File: config.mk
export PLATFORM = sky130hd
export DESIGN_NAME = pms_fsm
export DESIGN_NICKNAME = d
export VERILOG_FILES = /design/src/verilog/pms_pkg.sv /design/src/verilog/pms_timer.sv /design/src/verilog/pms_fsm.sv
export SDC_FILE = /design/constraint.sdc
export NUM_CORES = 1
export LEC_CHECK = 0
export BUFFER_PORTS_ARGS = -buffer_cell sky130_fd_sc_hd__buf_2
export CAP_MARGIN = 20
export CORE_MARGIN = 3
export CORE_UTILIZATION = 63
export CTS_CLUSTER_DIAMETER = 60
export DETAILED_ROUTE_END_ITERATION = 7
export GPL_ROUTABILITY_DRIVEN = 0
export PLACE_DENSITY = 0.9
export SKIP_CTS_REPAIR_TIMING = 1
export SLEW_MARGIN = 20
export SYNTH_ARGS = -nofsm -noshare
export SYNTH_HDL_FRONTEND = slang
export SYNTH_SLANG_ARGS = --single-unit
File: constraint.sdc
create_clock -name clk -period 6.35 [get_ports clk]
set_clock_uncertainty 0.1 [all_clocks]
set_input_delay 0.3175 -clock clk [delete_from_list [all_inputs] [get_ports clk]]
set_output_delay 0.3175 -clock clk [all_outputs]
set_load 0.01 [all_outputs]
File: src/verilog/pms_pkg.sv
package pms_pkg;

  // ----------------------------------------------------------------
  // Power states
  // ----------------------------------------------------------------
  typedef enum logic [3:0] {
    pms_coin, pms_off, pms_cold, pms_wdog, pms_on,
    pms_uow, pms_memh, pms_uoff, pms_warm, pms_power_cut
  } pms_state_e;

  // ----------------------------------------------------------------
  // Register port geometry and offsets
  // ----------------------------------------------------------------
  localparam int PMS_AW = 3;
  localparam int PMS_DW = 8;
  localparam int PMS_NBUCK = 5;
  localparam int PMS_NPUPS = 4;
  localparam logic [PMS_AW-1:0] PMS_ADDR_CTRL = 3'h0;
  localparam logic [PMS_AW-1:0] PMS_ADDR_USEROFF = 3'h1;
  localparam logic [PMS_AW-1:0] PMS_ADDR_MHMODE = 3'h2;
  localparam logic [PMS_AW-1:0] PMS_ADDR_UOMODE = 3'h3;
  localparam logic [PMS_AW-1:0] PMS_ADDR_FLAGS = 3'h4;
  localparam logic [PMS_AW-1:0] PMS_ADDR_STATE = 3'h5;

  // Control register fields (coin-cell domain)
  localparam int PMS_CTRL_WARM_START_ENABLE = 0;
  localparam int PMS_CTRL_SILENT = 1;
  localparam int PMS_CTRL_MCUCLK = 2;
  localparam int PMS_CTRL_UOCLK = 3;
  localparam int PMS_CTRL_OVRD = 4;
  localparam int PMS_CTRL_PCUTEN = 5;
  localparam int PMS_CTRL_W = 6;
  localparam int PMS_USEROFF_BIT = 0;

  // Sticky flag fields
  localparam int PMS_FLAG_MEMH = 0;
  localparam int PMS_FLAG_WARM = 1;
  localparam int PMS_NFLAG = 2;

  // Reset values
  localparam logic [PMS_CTRL_W-1:0] PMS_CTRL_RST = 6'h00;
  localparam logic [PMS_NBUCK-1:0] PMS_MODE_RST = 5'h00;

  // ----------------------------------------------------------------
  // Timing, counted in 32 kHz oscillator ticks
  // ----------------------------------------------------------------
  localparam int PMS_TW = 16;
  localparam int PMS_OSC_HZ = 32768;
  localparam int PMS_INIT_TIME_US = 8000;
  localparam logic [PMS_TW-1:0] PMS_INIT_TICKS =
    PMS_TW'((PMS_INIT_TIME_US * PMS_OSC_HZ + 999999) / 1000000);
  localparam logic [PMS_TW-1:0] PMS_RESET_TICKS = 16'h0200;
  localparam logic [PMS_TW-1:0] PMS_WDOG_TICKS = 16'h0400;
  localparam logic [PMS_TW-1:0] PMS_WAIT_TICKS = 16'h0800;
  localparam logic [PMS_TW-1:0] PMS_POWER_CUT_TICKS = 16'h1000;

endpackage

File: src/verilog/pms_timer.sv
`timescale 1ns/100ps
module pms_timer
  import pms_pkg::*;
#(
  parameter int W = PMS_TW
) (
  input wire logic clk,
  input wire logic rst_n,
  input wire logic load,
  input wire logic [W-1:0] len,
  input wire logic tick,
  output logic running,
  output logic done
);

  // ----------------------------------------------------------------
  // Down counter on oscillator ticks
  // ----------------------------------------------------------------
  typedef struct packed {
    logic [W-1:0] cnt;
    logic done;
  } pms_tmr_s;

  pms_tmr_s q;
  pms_tmr_s n;

  // A reload cancels a pending expiry so a stale end never leaks
  always_comb begin
    n = q;
    n.done = 1'b0;
    if (load) begin
      n.cnt = len;
    end else if (tick && q.cnt != '0) begin
      n.cnt = q.cnt - 1'b1;
      n.done = (q.cnt == W'(1));
    end
  end

  always_ff @(posedge clk or negedge rst_n) begin
    if (!rst_n) begin
      q <= '0;
    end else begin
      q <= n;
    end
  end

  assign running = (q.cnt != '0);
  assign done = q.done;

endmodule

File: src/verilog/pms_fsm.sv
// Local design decisions: the address-and-strobe port and the placing of the registers.
`timescale 1ns/100ps
module pms_fsm
  import pms_pkg::*;
#(
  parameter logic [PMS_TW-1:0] RESET_TICKS = PMS_RESET_TICKS,
  parameter logic [PMS_TW-1:0] WDOG_TICKS = PMS_WDOG_TICKS,
  parameter logic [PMS_TW-1:0] WAIT_TICKS = PMS_WAIT_TICKS,
  parameter logic [PMS_TW-1:0] POWER_CUT_TICKS = PMS_POWER_CUT_TICKS
) (
  input wire logic clk,
  input wire logic rst_n,
  input wire logic osc_tick,
  input wire logic slow_clock_in,
  input wire logic always_on_supply_ok,
  input wire logic backup_cell_ok,
  input wire logic turn_on_event,
  input wire logic keepalive_input,
  input wire logic irq_request,
  input wire logic [PMS_NPUPS-1:0] power_up_select_pins,
  input wire logic [PMS_AW-1:0] reg_addr,
  input wire logic [PMS_DW-1:0] reg_wdata,
  input wire logic reg_wr,
  input wire logic reg_rd,
  output logic [PMS_DW-1:0] reg_rdata,
  output logic system_reset_n_out,
  output logic system_reset_n_oe,
  output logic processor_reset_n_out,
  output logic processor_reset_n_oe,
  output logic irq_out,
  output logic peripheral_slow_clock,
  output logic processor_slow_clock,
  output logic [PMS_NBUCK-1:0] buck_enable,
  output logic [PMS_NBUCK-1:0] buck_low_power,
  output logic ldo_enable,
  output logic regulator_seq_go,
  output logic [PMS_NPUPS-1:0] pups_latched
);

  // ----------------------------------------------------------------
  // State record
  // ----------------------------------------------------------------
  typedef struct packed {
    pms_state_e st;
    logic sys_rst_n;
    logic mcu_rst_n;
    logic irq;
    logic pclk_en;
    logic mclk_en;
    logic ldo_en;
    logic seq;
    logic [PMS_NBUCK-1:0] buck_en;
    logic [PMS_NBUCK-1:0] buck_lp;
    logic [PMS_NBUCK-1:0] keep;
    logic [PMS_CTRL_W-1:0] ctrl;
    logic [PMS_NBUCK-1:0] mhm;
    logic [PMS_NBUCK-1:0] uom;
    logic uoreq;
    logic [PMS_NFLAG-1:0] flags;
    logic [PMS_NPUPS-1:0] pups;
    logic [PMS_DW-1:0] rdata;
  } pms_regs_s;

  pms_regs_s q;
  pms_regs_s n;
  pms_state_e nx;
  logic enter;
  logic st_done;
  logic init_done;
  logic aon_ok;

  // Powered states where the processor is alive
  function automatic logic fn_awake(input pms_state_e s);
    return (s == pms_wdog) || (s == pms_on) || (s == pms_uow);
  endfunction

  // States that collapse on a supply drop
  function automatic logic fn_powered(input pms_state_e s);
    return fn_awake(s) || (s == pms_cold) || (s == pms_warm);
  endfunction

  // Timer length for each state; zero means no timer runs
  function automatic logic [PMS_TW-1:0] fn_len(input pms_state_e s);
    unique case (s)
      pms_cold, pms_warm: return RESET_TICKS;
      pms_wdog: return WDOG_TICKS;
      pms_uow: return WAIT_TICKS;
      pms_power_cut: return POWER_CUT_TICKS;
      default: return '0;
    endcase
  endfunction

  assign aon_ok = always_on_supply_ok;

  // ----------------------------------------------------------------
  // Timers on the 32 kHz tick
  // ----------------------------------------------------------------
  // Reloaded on every state change so each state starts fresh
  pms_timer #(.W(PMS_TW)) u_state_tmr (
    .clk(clk),
    .rst_n(rst_n),
    .load(enter),
    .len(fn_len(nx)),
    .tick(osc_tick),
    .running(),
    .done(st_done)
  );

  // Initialisation window before sequencing starts
  pms_timer #(.W(PMS_TW)) u_init_tmr (
    .clk(clk),
    .rst_n(rst_n),
    .load(enter && (nx == pms_cold || nx == pms_warm)),
    .len(PMS_INIT_TICKS),
    .tick(osc_tick),
    .running(),
    .done(init_done)
  );

  // ----------------------------------------------------------------
  // Next state, register port and outputs
  // ----------------------------------------------------------------
  always_comb begin
    n = q;
    nx = q.st;
    n.rdata = '0;
    // Writes and reads only while the processor owns the port
    if (reg_wr && fn_awake(q.st)) begin
      unique case (reg_addr)
        PMS_ADDR_CTRL: n.ctrl = reg_wdata[PMS_CTRL_W-1:0];
        PMS_ADDR_USEROFF: n.uoreq = reg_wdata[PMS_USEROFF_BIT];
        PMS_ADDR_MHMODE: n.mhm = reg_wdata[PMS_NBUCK-1:0];
        PMS_ADDR_UOMODE: n.uom = reg_wdata[PMS_NBUCK-1:0];
        PMS_ADDR_FLAGS: n.flags = q.flags & ~reg_wdata[PMS_NFLAG-1:0];
        default: n.ctrl = q.ctrl;
      endcase
    end
    if (reg_rd && fn_awake(q.st)) begin
      unique case (reg_addr)
        PMS_ADDR_CTRL: n.rdata = PMS_DW'(q.ctrl);
        PMS_ADDR_USEROFF: n.rdata = PMS_DW'(q.uoreq);
        PMS_ADDR_MHMODE: n.rdata = PMS_DW'(q.mhm);
        PMS_ADDR_UOMODE: n.rdata = PMS_DW'(q.uom);
        PMS_ADDR_FLAGS: n.rdata = PMS_DW'(q.flags);
        PMS_ADDR_STATE: n.rdata = PMS_DW'(q.st);
        default: n.rdata = '0;
      endcase
    end
    // Supply loss first: nothing else matters once it is gone
    if (fn_powered(q.st) && !aon_ok) begin
      nx = q.ctrl[PMS_CTRL_PCUTEN] ? pms_power_cut : pms_off;
    end else begin
      unique case (q.st)
        pms_coin: begin
          if (!backup_cell_ok) begin
            n.ctrl = PMS_CTRL_RST;
            n.mhm = PMS_MODE_RST;
            n.uom = PMS_MODE_RST;
            n.uoreq = 1'b0;
            n.flags = '0;
          end else if (aon_ok) begin
            nx = pms_off;
          end
        end
        pms_off: begin
          // Turn-on only counts with a good supply
          if (turn_on_event && aon_ok) begin
            nx = pms_cold;
          end
        end
        pms_cold: begin
          // Keepalive deliberately not looked at here
          if (st_done) begin
            nx = pms_wdog;
          end
        end
        pms_wdog: begin
          if (st_done) begin
            nx = pms_on;
          end
        end
        pms_on: begin
          // Request wins so a processor dropping keepalive after
          // asking for user off is not mistaken for a crash
          if (q.uoreq) begin
            nx = pms_uow;
          end else if (!keepalive_input) begin
            nx = q.ctrl[PMS_CTRL_SILENT] ? pms_cold : pms_off;
          end
        end
        pms_uow: begin
          if (st_done) begin
            nx = q.ctrl[PMS_CTRL_WARM_START_ENABLE] ? pms_uoff : pms_memh;
            n.uoreq = 1'b0;
          end
        end
        pms_memh: begin
          if (turn_on_event) begin
            nx = pms_cold;
            n.keep = q.mhm;
            n.mhm = PMS_MODE_RST;
            n.uom = PMS_MODE_RST;
          end
        end
        pms_uoff: begin
          if (turn_on_event) begin
            nx = pms_warm;
            n.keep = q.uom;
            n.mhm = PMS_MODE_RST;
            n.uom = PMS_MODE_RST;
          end
        end
        pms_warm: begin
          if (st_done) begin
            nx = pms_wdog;
          end
        end
        pms_power_cut: begin
          if (aon_ok) begin
            nx = pms_cold;
          end else if (st_done) begin
            nx = pms_off;
          end
        end
        default: nx = pms_coin;
      endcase
    end
    // Wake flags: the set is applied after the clear, so it wins
    if (q.st == pms_memh && nx == pms_cold) begin
      n.flags[PMS_FLAG_MEMH] = 1'b1;
    end
    if (q.st == pms_warm && nx == pms_wdog) begin
      n.flags[PMS_FLAG_WARM] = 1'b1;
    end
    n.st = nx;
    // Latch pins and hold off sequencing through initialisation
    // Compared locally so the process does not read its own result
    if (nx != q.st && (nx == pms_cold || nx == pms_warm)) begin
      n.pups = power_up_select_pins;
      n.seq = 1'b0;
    end else if (init_done && (q.st == pms_cold || q.st == pms_warm)) begin
      n.seq = 1'b1;
    end
    if (nx == pms_wdog) begin
      n.keep = '0;
    end
    // Reset pins follow the state being entered
    n.sys_rst_n = fn_awake(nx);
    n.mcu_rst_n = fn_awake(nx) || nx == pms_uoff || nx == pms_warm;
    n.irq = irq_request && (nx == pms_wdog || nx == pms_on);
    n.pclk_en = fn_powered(nx);
    unique case (nx)
      // Next control value, so a write in the last wait cycle counts
      pms_memh: n.mclk_en = n.ctrl[PMS_CTRL_OVRD];
      pms_uoff: n.mclk_en = (n.ctrl[PMS_CTRL_MCUCLK]
                             && n.ctrl[PMS_CTRL_UOCLK])
                            || n.ctrl[PMS_CTRL_OVRD];
      default: n.mclk_en = fn_powered(nx);
    endcase
    // Regulators: linear off in low power states
    n.ldo_en = fn_awake(nx) || (fn_powered(nx) && n.seq);
    n.buck_lp = '0;
    unique case (nx)
      pms_wdog, pms_on, pms_uow: n.buck_en = '1;
      pms_cold, pms_warm: n.buck_en = n.keep | {PMS_NBUCK{n.seq}};
      pms_memh: begin
        n.buck_en = q.mhm;
        n.buck_lp = q.mhm;
      end
      pms_uoff: n.buck_en = q.uom;
      default: n.buck_en = '0;
    endcase
  end

  assign enter = (nx != q.st);

  // Coin-cell power-on reset lands in coin cell
  always_ff @(posedge clk or negedge rst_n) begin
    if (!rst_n) begin
      q <= '0;
      q.st <= pms_coin;
      q.ctrl <= PMS_CTRL_RST;
      q.mhm <= PMS_MODE_RST;
      q.uom <= PMS_MODE_RST;
    end else begin
      q <= n;
    end
  end

  // ----------------------------------------------------------------
  // Output pins
  // ----------------------------------------------------------------
  // Open-drain: drive low while the reset is asserted
  assign system_reset_n_out = q.sys_rst_n;
  assign system_reset_n_oe = ~q.sys_rst_n;
  assign processor_reset_n_out = q.mcu_rst_n;
  assign processor_reset_n_oe = ~q.mcu_rst_n;
  assign irq_out = q.irq;
  // Gating with a registered enable; may clip one slow pulse
  assign peripheral_slow_clock = slow_clock_in & q.pclk_en;
  assign processor_slow_clock = slow_clock_in & q.mclk_en;
  assign buck_enable = q.buck_en;
  assign buck_low_power = q.buck_lp;
  assign ldo_enable = q.ldo_en;
  assign regulator_seq_go = q.seq;
  assign pups_latched = q.pups;
  assign reg_rdata = q.rdata;
endmodule

---- Word level (Yosys, flattened, before mapping) ----
Index checks and enable logic that the tools add are counted.
storage, ports and cells
  output and inout port bits .............. 31
  ROM bits ................................ 0
  RAM bits ................................ 0
  bits in latches ......................... 0
  memories ................................ 0
  register bits ........................... 91
  word-level logic and storage cells ...... 145
cells by class
  add/subtract/negate cells ............... 2
  divide/modulo/power cells ............... 0
  equal/unequal tests ..................... 25
  muxes and demuxes ....................... 51
  shifts and indexed selects .............. 0
  multipliers ............................. 0
  order comparisons ....................... 0
  reductions and logical operators ........ 38
  bitwise operators ....................... 7
operator list
  operator                 number
  $mux W4                  14
  $pmux W13 S4             1
  $mux W19                 2
  $pmux W4 S9              1
  $pmux W6 S6              1
  $mux W17                 2
  $eq A16 B1 Y1 const B    2
  $eq A4 B3 Y1 const B     8
  $mux W16                 2
  $reduce_bool A16 Y1      2
  $sub A16 B1 Y16 const B  2
  $mux W5                  6
  $mux W24                 1
  $pmux W10 S2             1
  $pmux W5 S4              1
  $mux W6                  3
  $eq A4 B2 Y1 const B     4
  $eq A4 B4 Y1 const B     4
  $logic_or A1 B1 Y1       14
  $logic_and A1 B1 Y1      13
  $mux W10                 1
  $pmux W5 S2              1
  $mux W1                  9
  $eq A3 B2 Y1 const B     2
  17 further kinds         26

---- Depth between registers and ports, before layout ----
  depth in word-level cells ............... 14
  gate-level depth with buffers ........... 12
  gate-level depth less buffers ........... 8

---- Cells and area by module ----
A second synthesis with hierarchy kept.
unflattened totals
  cell total of the unflattened synthesis .. 589
  area, all modules ....................... 5589.1 um2
by module, submodules not included
  module                   instances  cells each  seq. area each (um2)  area an instance (um2)
  pms_fsm                  1          337         1376.3                3284.4
  pms_timer (u_init_tmr)   1          127         425.4                 1183.6
  pms_timer (u_state_tmr)  1          125         425.4                 1121.1

---- Worst setup path after synthesis ----
Ideal clock, no wire load.
  path type ............................... register -> register
  start ................................... reg q[55] (netlist bit)
  end ..................................... reg u_init_tmr.q[2] (netlist bit)
  setup slack ............................. 3.826 ns
  clock period less this slack ............ 2.524 ns
  library setup time ...................... 0.124 ns
  arrival ................................. 2.300 ns
  stages on the path, launching flop included .. 10
  data required time ...................... 6.126 ns
  path through ............................ dfrtp_1 -> buf_4 -> nand3b_1 -> a211o_1 -> o211a_2 -> nand2b_4 -> a2111oi_4 -> a31oi_4 -> buf_6 -> or2_1
between the ends
  word-level cells in the longest chain between the ends .. 11
RTL lines
  item                                                 RTL line         RTL
  start: declaration                                   pms_fsm.sv:64    pms_regs_s q;
  start signal: assignment                             pms_fsm.sv:286   q <= n;
  branches (longest 9 deep; another with $pmux W4 S9)  -
  $logic_and A1 B1 Y1 *                                pms_fsm.sv:113   .load(enter && (nx == pms_cold || nx == pms_warm)),
  $mux W16 or $reduce_bool A2 Y1 (tied branches)       -
  end signal: assignment                               pms_timer.sv:43  q <= n;
  end: declaration                                     pms_timer.sv:24  pms_tmr_s q;
Every way passes the cells marked *.
A chain may end at the register's enable or synchronous reset.

---- Final worst setup path ----
  start ................................... reg q[56] (netlist bit)
  end ..................................... reg q (netlist bit pups_latched[2])
between the ends
  word-level cells in the longest chain between the ends .. 10
RTL lines
  item                                                 RTL line        RTL
  branches (longest 9 deep; another with $pmux W4 S9)  -
  $logic_and A1 B1 Y1 *                                pms_fsm.sv:238  if (nx != q.st && (nx == pms_cold || nx == pms_warm)) begin
Marks and branches as above.

==> qor.log <==
[logic_synthesis] register area share after synthesis 44.0%
[logic_synthesis] mean instance size in the synthesized netlist 9.88 µm²
[floorplan] width of the die 95.6 µm
[logic_synthesis] library cell occupying the most area in the post-synthesis netlist dfrtp_1
[floorplan] area of the core 7770 µm²
[sta] RSZ-0062 raised after global routing no
[global_route] GR Util All Layers 23.2%
[power_and_ir_drop] power density over cell area 401 nW/µm²
[clock_tree] number of buffers created by CTS 9
[global_route] global-route wire length before repair 16,700 µm
[floorplan] # rows 32
[logic_synthesis] number of synthesis warnings 0
[logic_synthesis] top post-synthesis cells by area dfrtp_1, mux2i_1, nor2_1
[finish] count of antenna diodes in the layout 0
[clock_tree] cell chosen for the clock root clkbuf_8
[detailed_routing] Final ANT Viol Nets 0
[place] half-perimeter wire length after detailed placement 7250 µm
[finish] area added between synthesis and finish 5.42%
[sta] Slew Viols, Final 0
[detailed_routing] routed vias/inst 6.03
[global_route] maximum number of pins on one net before global-route repair 90
[worst_setup_path] standard cell with the maximum stage delay on the critical path dfrtp_1
[worst_setup_path] largest incremental delay on the critical path 0.91 ns
[worst_setup_path] CP startpoint kind register
[floorplan] starting density of the core 65.1%
[clock_tree] clock tree from TritonCTS yes
[worst_setup_path] sort of element at the end of the critical path register
[sta] relative slew slack 30.1%
[floorplan] die footprint 9140 µm²
[sta] period utilisation layout 62.8%
[worst_setup_path] number of buffer and inverter stages on the critical path 0
[finish] final net count 563
[power_and_ir_drop] Static Leakage 2.44 nW
[worst_setup_path] data required time at the worst endpoint 6.50 ns
[sta] total setup violations reported at the end of the flow 0
[worst_setup_path] CP top delay family compound AO/OA/AOI/OAI gates
[global_route] vias in the first global route 3,616
[floorplan] count of boundary I/O pins 57
[power_and_ir_drop] peak supply drop 0.240 mV
[logic_synthesis] Yosys top cell area share 44.0%
[worst_setup_path] critical path class register to register
[detailed_routing] count of vias placed by the detailed router 3,844
[clock_tree] clk buf depth 2
[worst_setup_path] launch point of the worst reg-to-reg path q[56]
[sta] Achievable Freq 251 MHz
[worst_setup_path] R2R depth 7
[detailed_routing] DRC viols 0
[min_path] Hold Crit Endpoint irq_out
[run] max-capacitance violation count 0
[finish] fraction of final layout cells with drive strength greater than 1 19.0%
[sta] clock period minus final worst setup slack 3.99 ns
[worst_setup_path] setup slack of the most critical reg-to-reg path 2.36 ns
[min_path] worst hold path cell count 2
[worst_setup_path] cells along the critical path nand4b_1 > nor2_1 > or4_4 > a221oi_2 > a2111oi_4 > a31oi_4 > mux2_2
[power_and_ir_drop] Total Power 2.14 mW
[logic_synthesis] Synth Register Bits 89
[finish] Finished Layout Cells 638
[status] status complete, no violations
[sta] setup TNS 0 ns
[logic_synthesis] share of flip-flops with an asynchronous set or reset after synthesis 100%
[clock_tree] Num Clock Sinks 89
[clock_tree] clock transition at the registers of the reported paths 0.09 ns
[detailed_routing] first-iteration detailed-routing DRC count 349
[worst_setup_path] critical path fanouts, max 26
[sta] Least-Margin Pin Slew 1.05 ns
[clock_tree] count of H-tree levels built during CTS 3
[sta] endpoints failing hold 0
[detailed_routing] aggregate routed wire length 10,300 µm
[min_path] HP Class primary input to register
[place] Post-Place Cells 620
[detailed_routing] first-pass detailed-route iteration total 7
[worst_setup_path] data arrival time of the critical path 4.14 ns
[logic_synthesis] count of flip-flops with a built-in enable after synthesis 0
[detailed_routing] routed length per instance 16.1 µm
[logic_synthesis] count of different cell masters after synthesis 70
[logic_synthesis] cells after synthesis 512
[global_route] initial antenna violation count 0
[min_path] start point of the worst hold path irq_request
[logic_synthesis] most used flip-flop cell after synthesis dfrtp_1
[place] number of buffer cells added on primary ports 52
[worst_setup_path] critical register-to-register path endpoint pups_latched[2]
[clock_tree] source-to-sink clock delay at the later pin of the worst-skew pair 0.36 ns
[global_route] overflow left after global routing 0
[logic_synthesis] Syn Std Cell Area 5060 µm²
[floorplan] vertical die dimension 95.6 µm
## layout by cell type (no fill, tap or decap), types with 4 or more instances in the layout
master,synthesis,layout
a22oi_1,6,6
nor3b_1,4,4
nand2b_1,10,10
buf_2,7,51
dfrtp_1,89,89
o2111ai_1,5,5
xnor2_1,20,20
nor4_1,9,9
and3_1,8,8
mux2_2,12,12
nand2_1,35,35
o21ai_0,7,7
nor2b_1,4,4
nor2_4,7,7
a31oi_1,4,4
nor3_1,17,17
nand3b_1,5,5
and2_1,7,7
inv_1,15,15
ha_1,6,6
a21oi_1,21,21
nor2_1,65,65
nor4b_1,4,4
nand3_1,9,9
mux2i_1,25,25
xor2_1,10,10
clkbuf_8,0,9
## report_power, final
group | internal [mW] | switching [mW]
logic | 0.372 | 0.550
registers | 0.700 | 0.152
clock network | 0.147 | 0.216
total | 1.22 | 0.918
## metal layers
metal	global-route usage [%]	routed length, µm
met3	4.97	608
met2	40.4	5180
met5	0	0
met1	29.1	4380
met4	6.04	125
## sequential cells by signal (all words and copies together), names as in the netlist
name / cells
q: 30
u_init_tmr.q: 16
u_state_tmr.q: 16
reg_rdata: 6
buck_enable: 5
buck_low_power: 5
pups_latched: 4
irq_out: 1
ldo_enable: 1
processor_reset_n_out: 1
regulator_seq_go: 1
system_reset_n_out: 1
u_init_tmr.done: 1
u_state_tmr.done: 1
## synthesized netlist by cell type, types with 3 or more instances
| master | count |
|---|---|
| a21o_1 | 3 |
| a21oi_1 | 21 |
| a22oi_1 | 6 |
| a31oi_1 | 4 |
| and2_1 | 7 |
| and3_1 | 8 |
| and3b_1 | 3 |
| buf_2 | 7 |
| buf_4 | 27 |
| clkbuf_1 | 9 |
| dfrtp_1 | 89 |
| ha_1 | 6 |
| inv_1 | 15 |
| mux2_2 | 12 |
| mux2i_1 | 25 |
| nand2_1 | 35 |
| nand2b_1 | 10 |
| nand3_1 | 9 |
| nand3b_1 | 5 |
| nand4_1 | 3 |
| nand4b_1 | 3 |
| nor2_1 | 65 |
| nor2_2 | 3 |
| nor2_4 | 7 |
| nor2b_1 | 4 |
| nor3_1 | 17 |
| nor3b_1 | 4 |
| nor4_1 | 9 |
| nor4b_1 | 4 |
| o2111ai_1 | 5 |
| o21ai_0 | 7 |
| o21bai_1 | 3 |
| or2_1 | 3 |
| or4_1 | 3 |
| xnor2_1 | 20 |
| xor2_1 | 10 |
## how the worst max path moves through the flow
stage | end | slack, ns | cells past startpoint | from
finish | pups_latched[2] | 2.36 | 7 | q[56]
global route | pups_latched[3] | 2.15 | 7 | q[54]
CTS | pups_latched[2] | 2.41 | 7 | q[56]
detailed placement | pups_latched[2] | 2.41 | 7 | q[56]
global placement | pups_latched[2] | 2.51 | 7 | q[56]
floorplan | u_init_tmr.q[2] | 3.83 | 9 | q[55]
## cell type report
class / count / area, µm²
timing repair buffer: 54 / 282
fill: 597 / 2440
clock inverter: 6 / 51.3
clock buffer: 10 / 128
tap: 102 / 128
multi-input combinational: 362 / 2460
sequential: 89 / 2230
inverter: 15 / 56.3
## cell families (layout without fill, tap and decap cells)
logic type                 count (synthesis)  after routing  share of synthesized area (%)
muxes                                     37             37                           7.62
xor gates and xnor gates                  31             31                           5.52
and+or+nand+nor                          213            213                           23.0
adders and majority gates                  6              6                           1.48
DFF                                       89             89                           44.0
AOI/OAI and AO/OA                         73             73                           10.8
buffers and inverters                     62             85                           7.40
other                                      1              2                         0.0741
## per-stage QoR
stage | hold slack [ns] | instance area (µm²) | setup WS (ns) | util, %
after detailed placement | 0.396 | 5130 | 2.41 | 66.1
after global routing | 0.0667 | 5330 | 2.15 | 68.6
after global placement | 0.383 | 5130 | 2.51 | 66.1
final | 0.0651 | 5330 | 2.36 | 68.6
after CTS | 0.0634 | 5310 | 2.41 | 68.4
after floorplan | -0.0781 | 5060 | 3.83 | -
(Power assumes the default switching activity.)
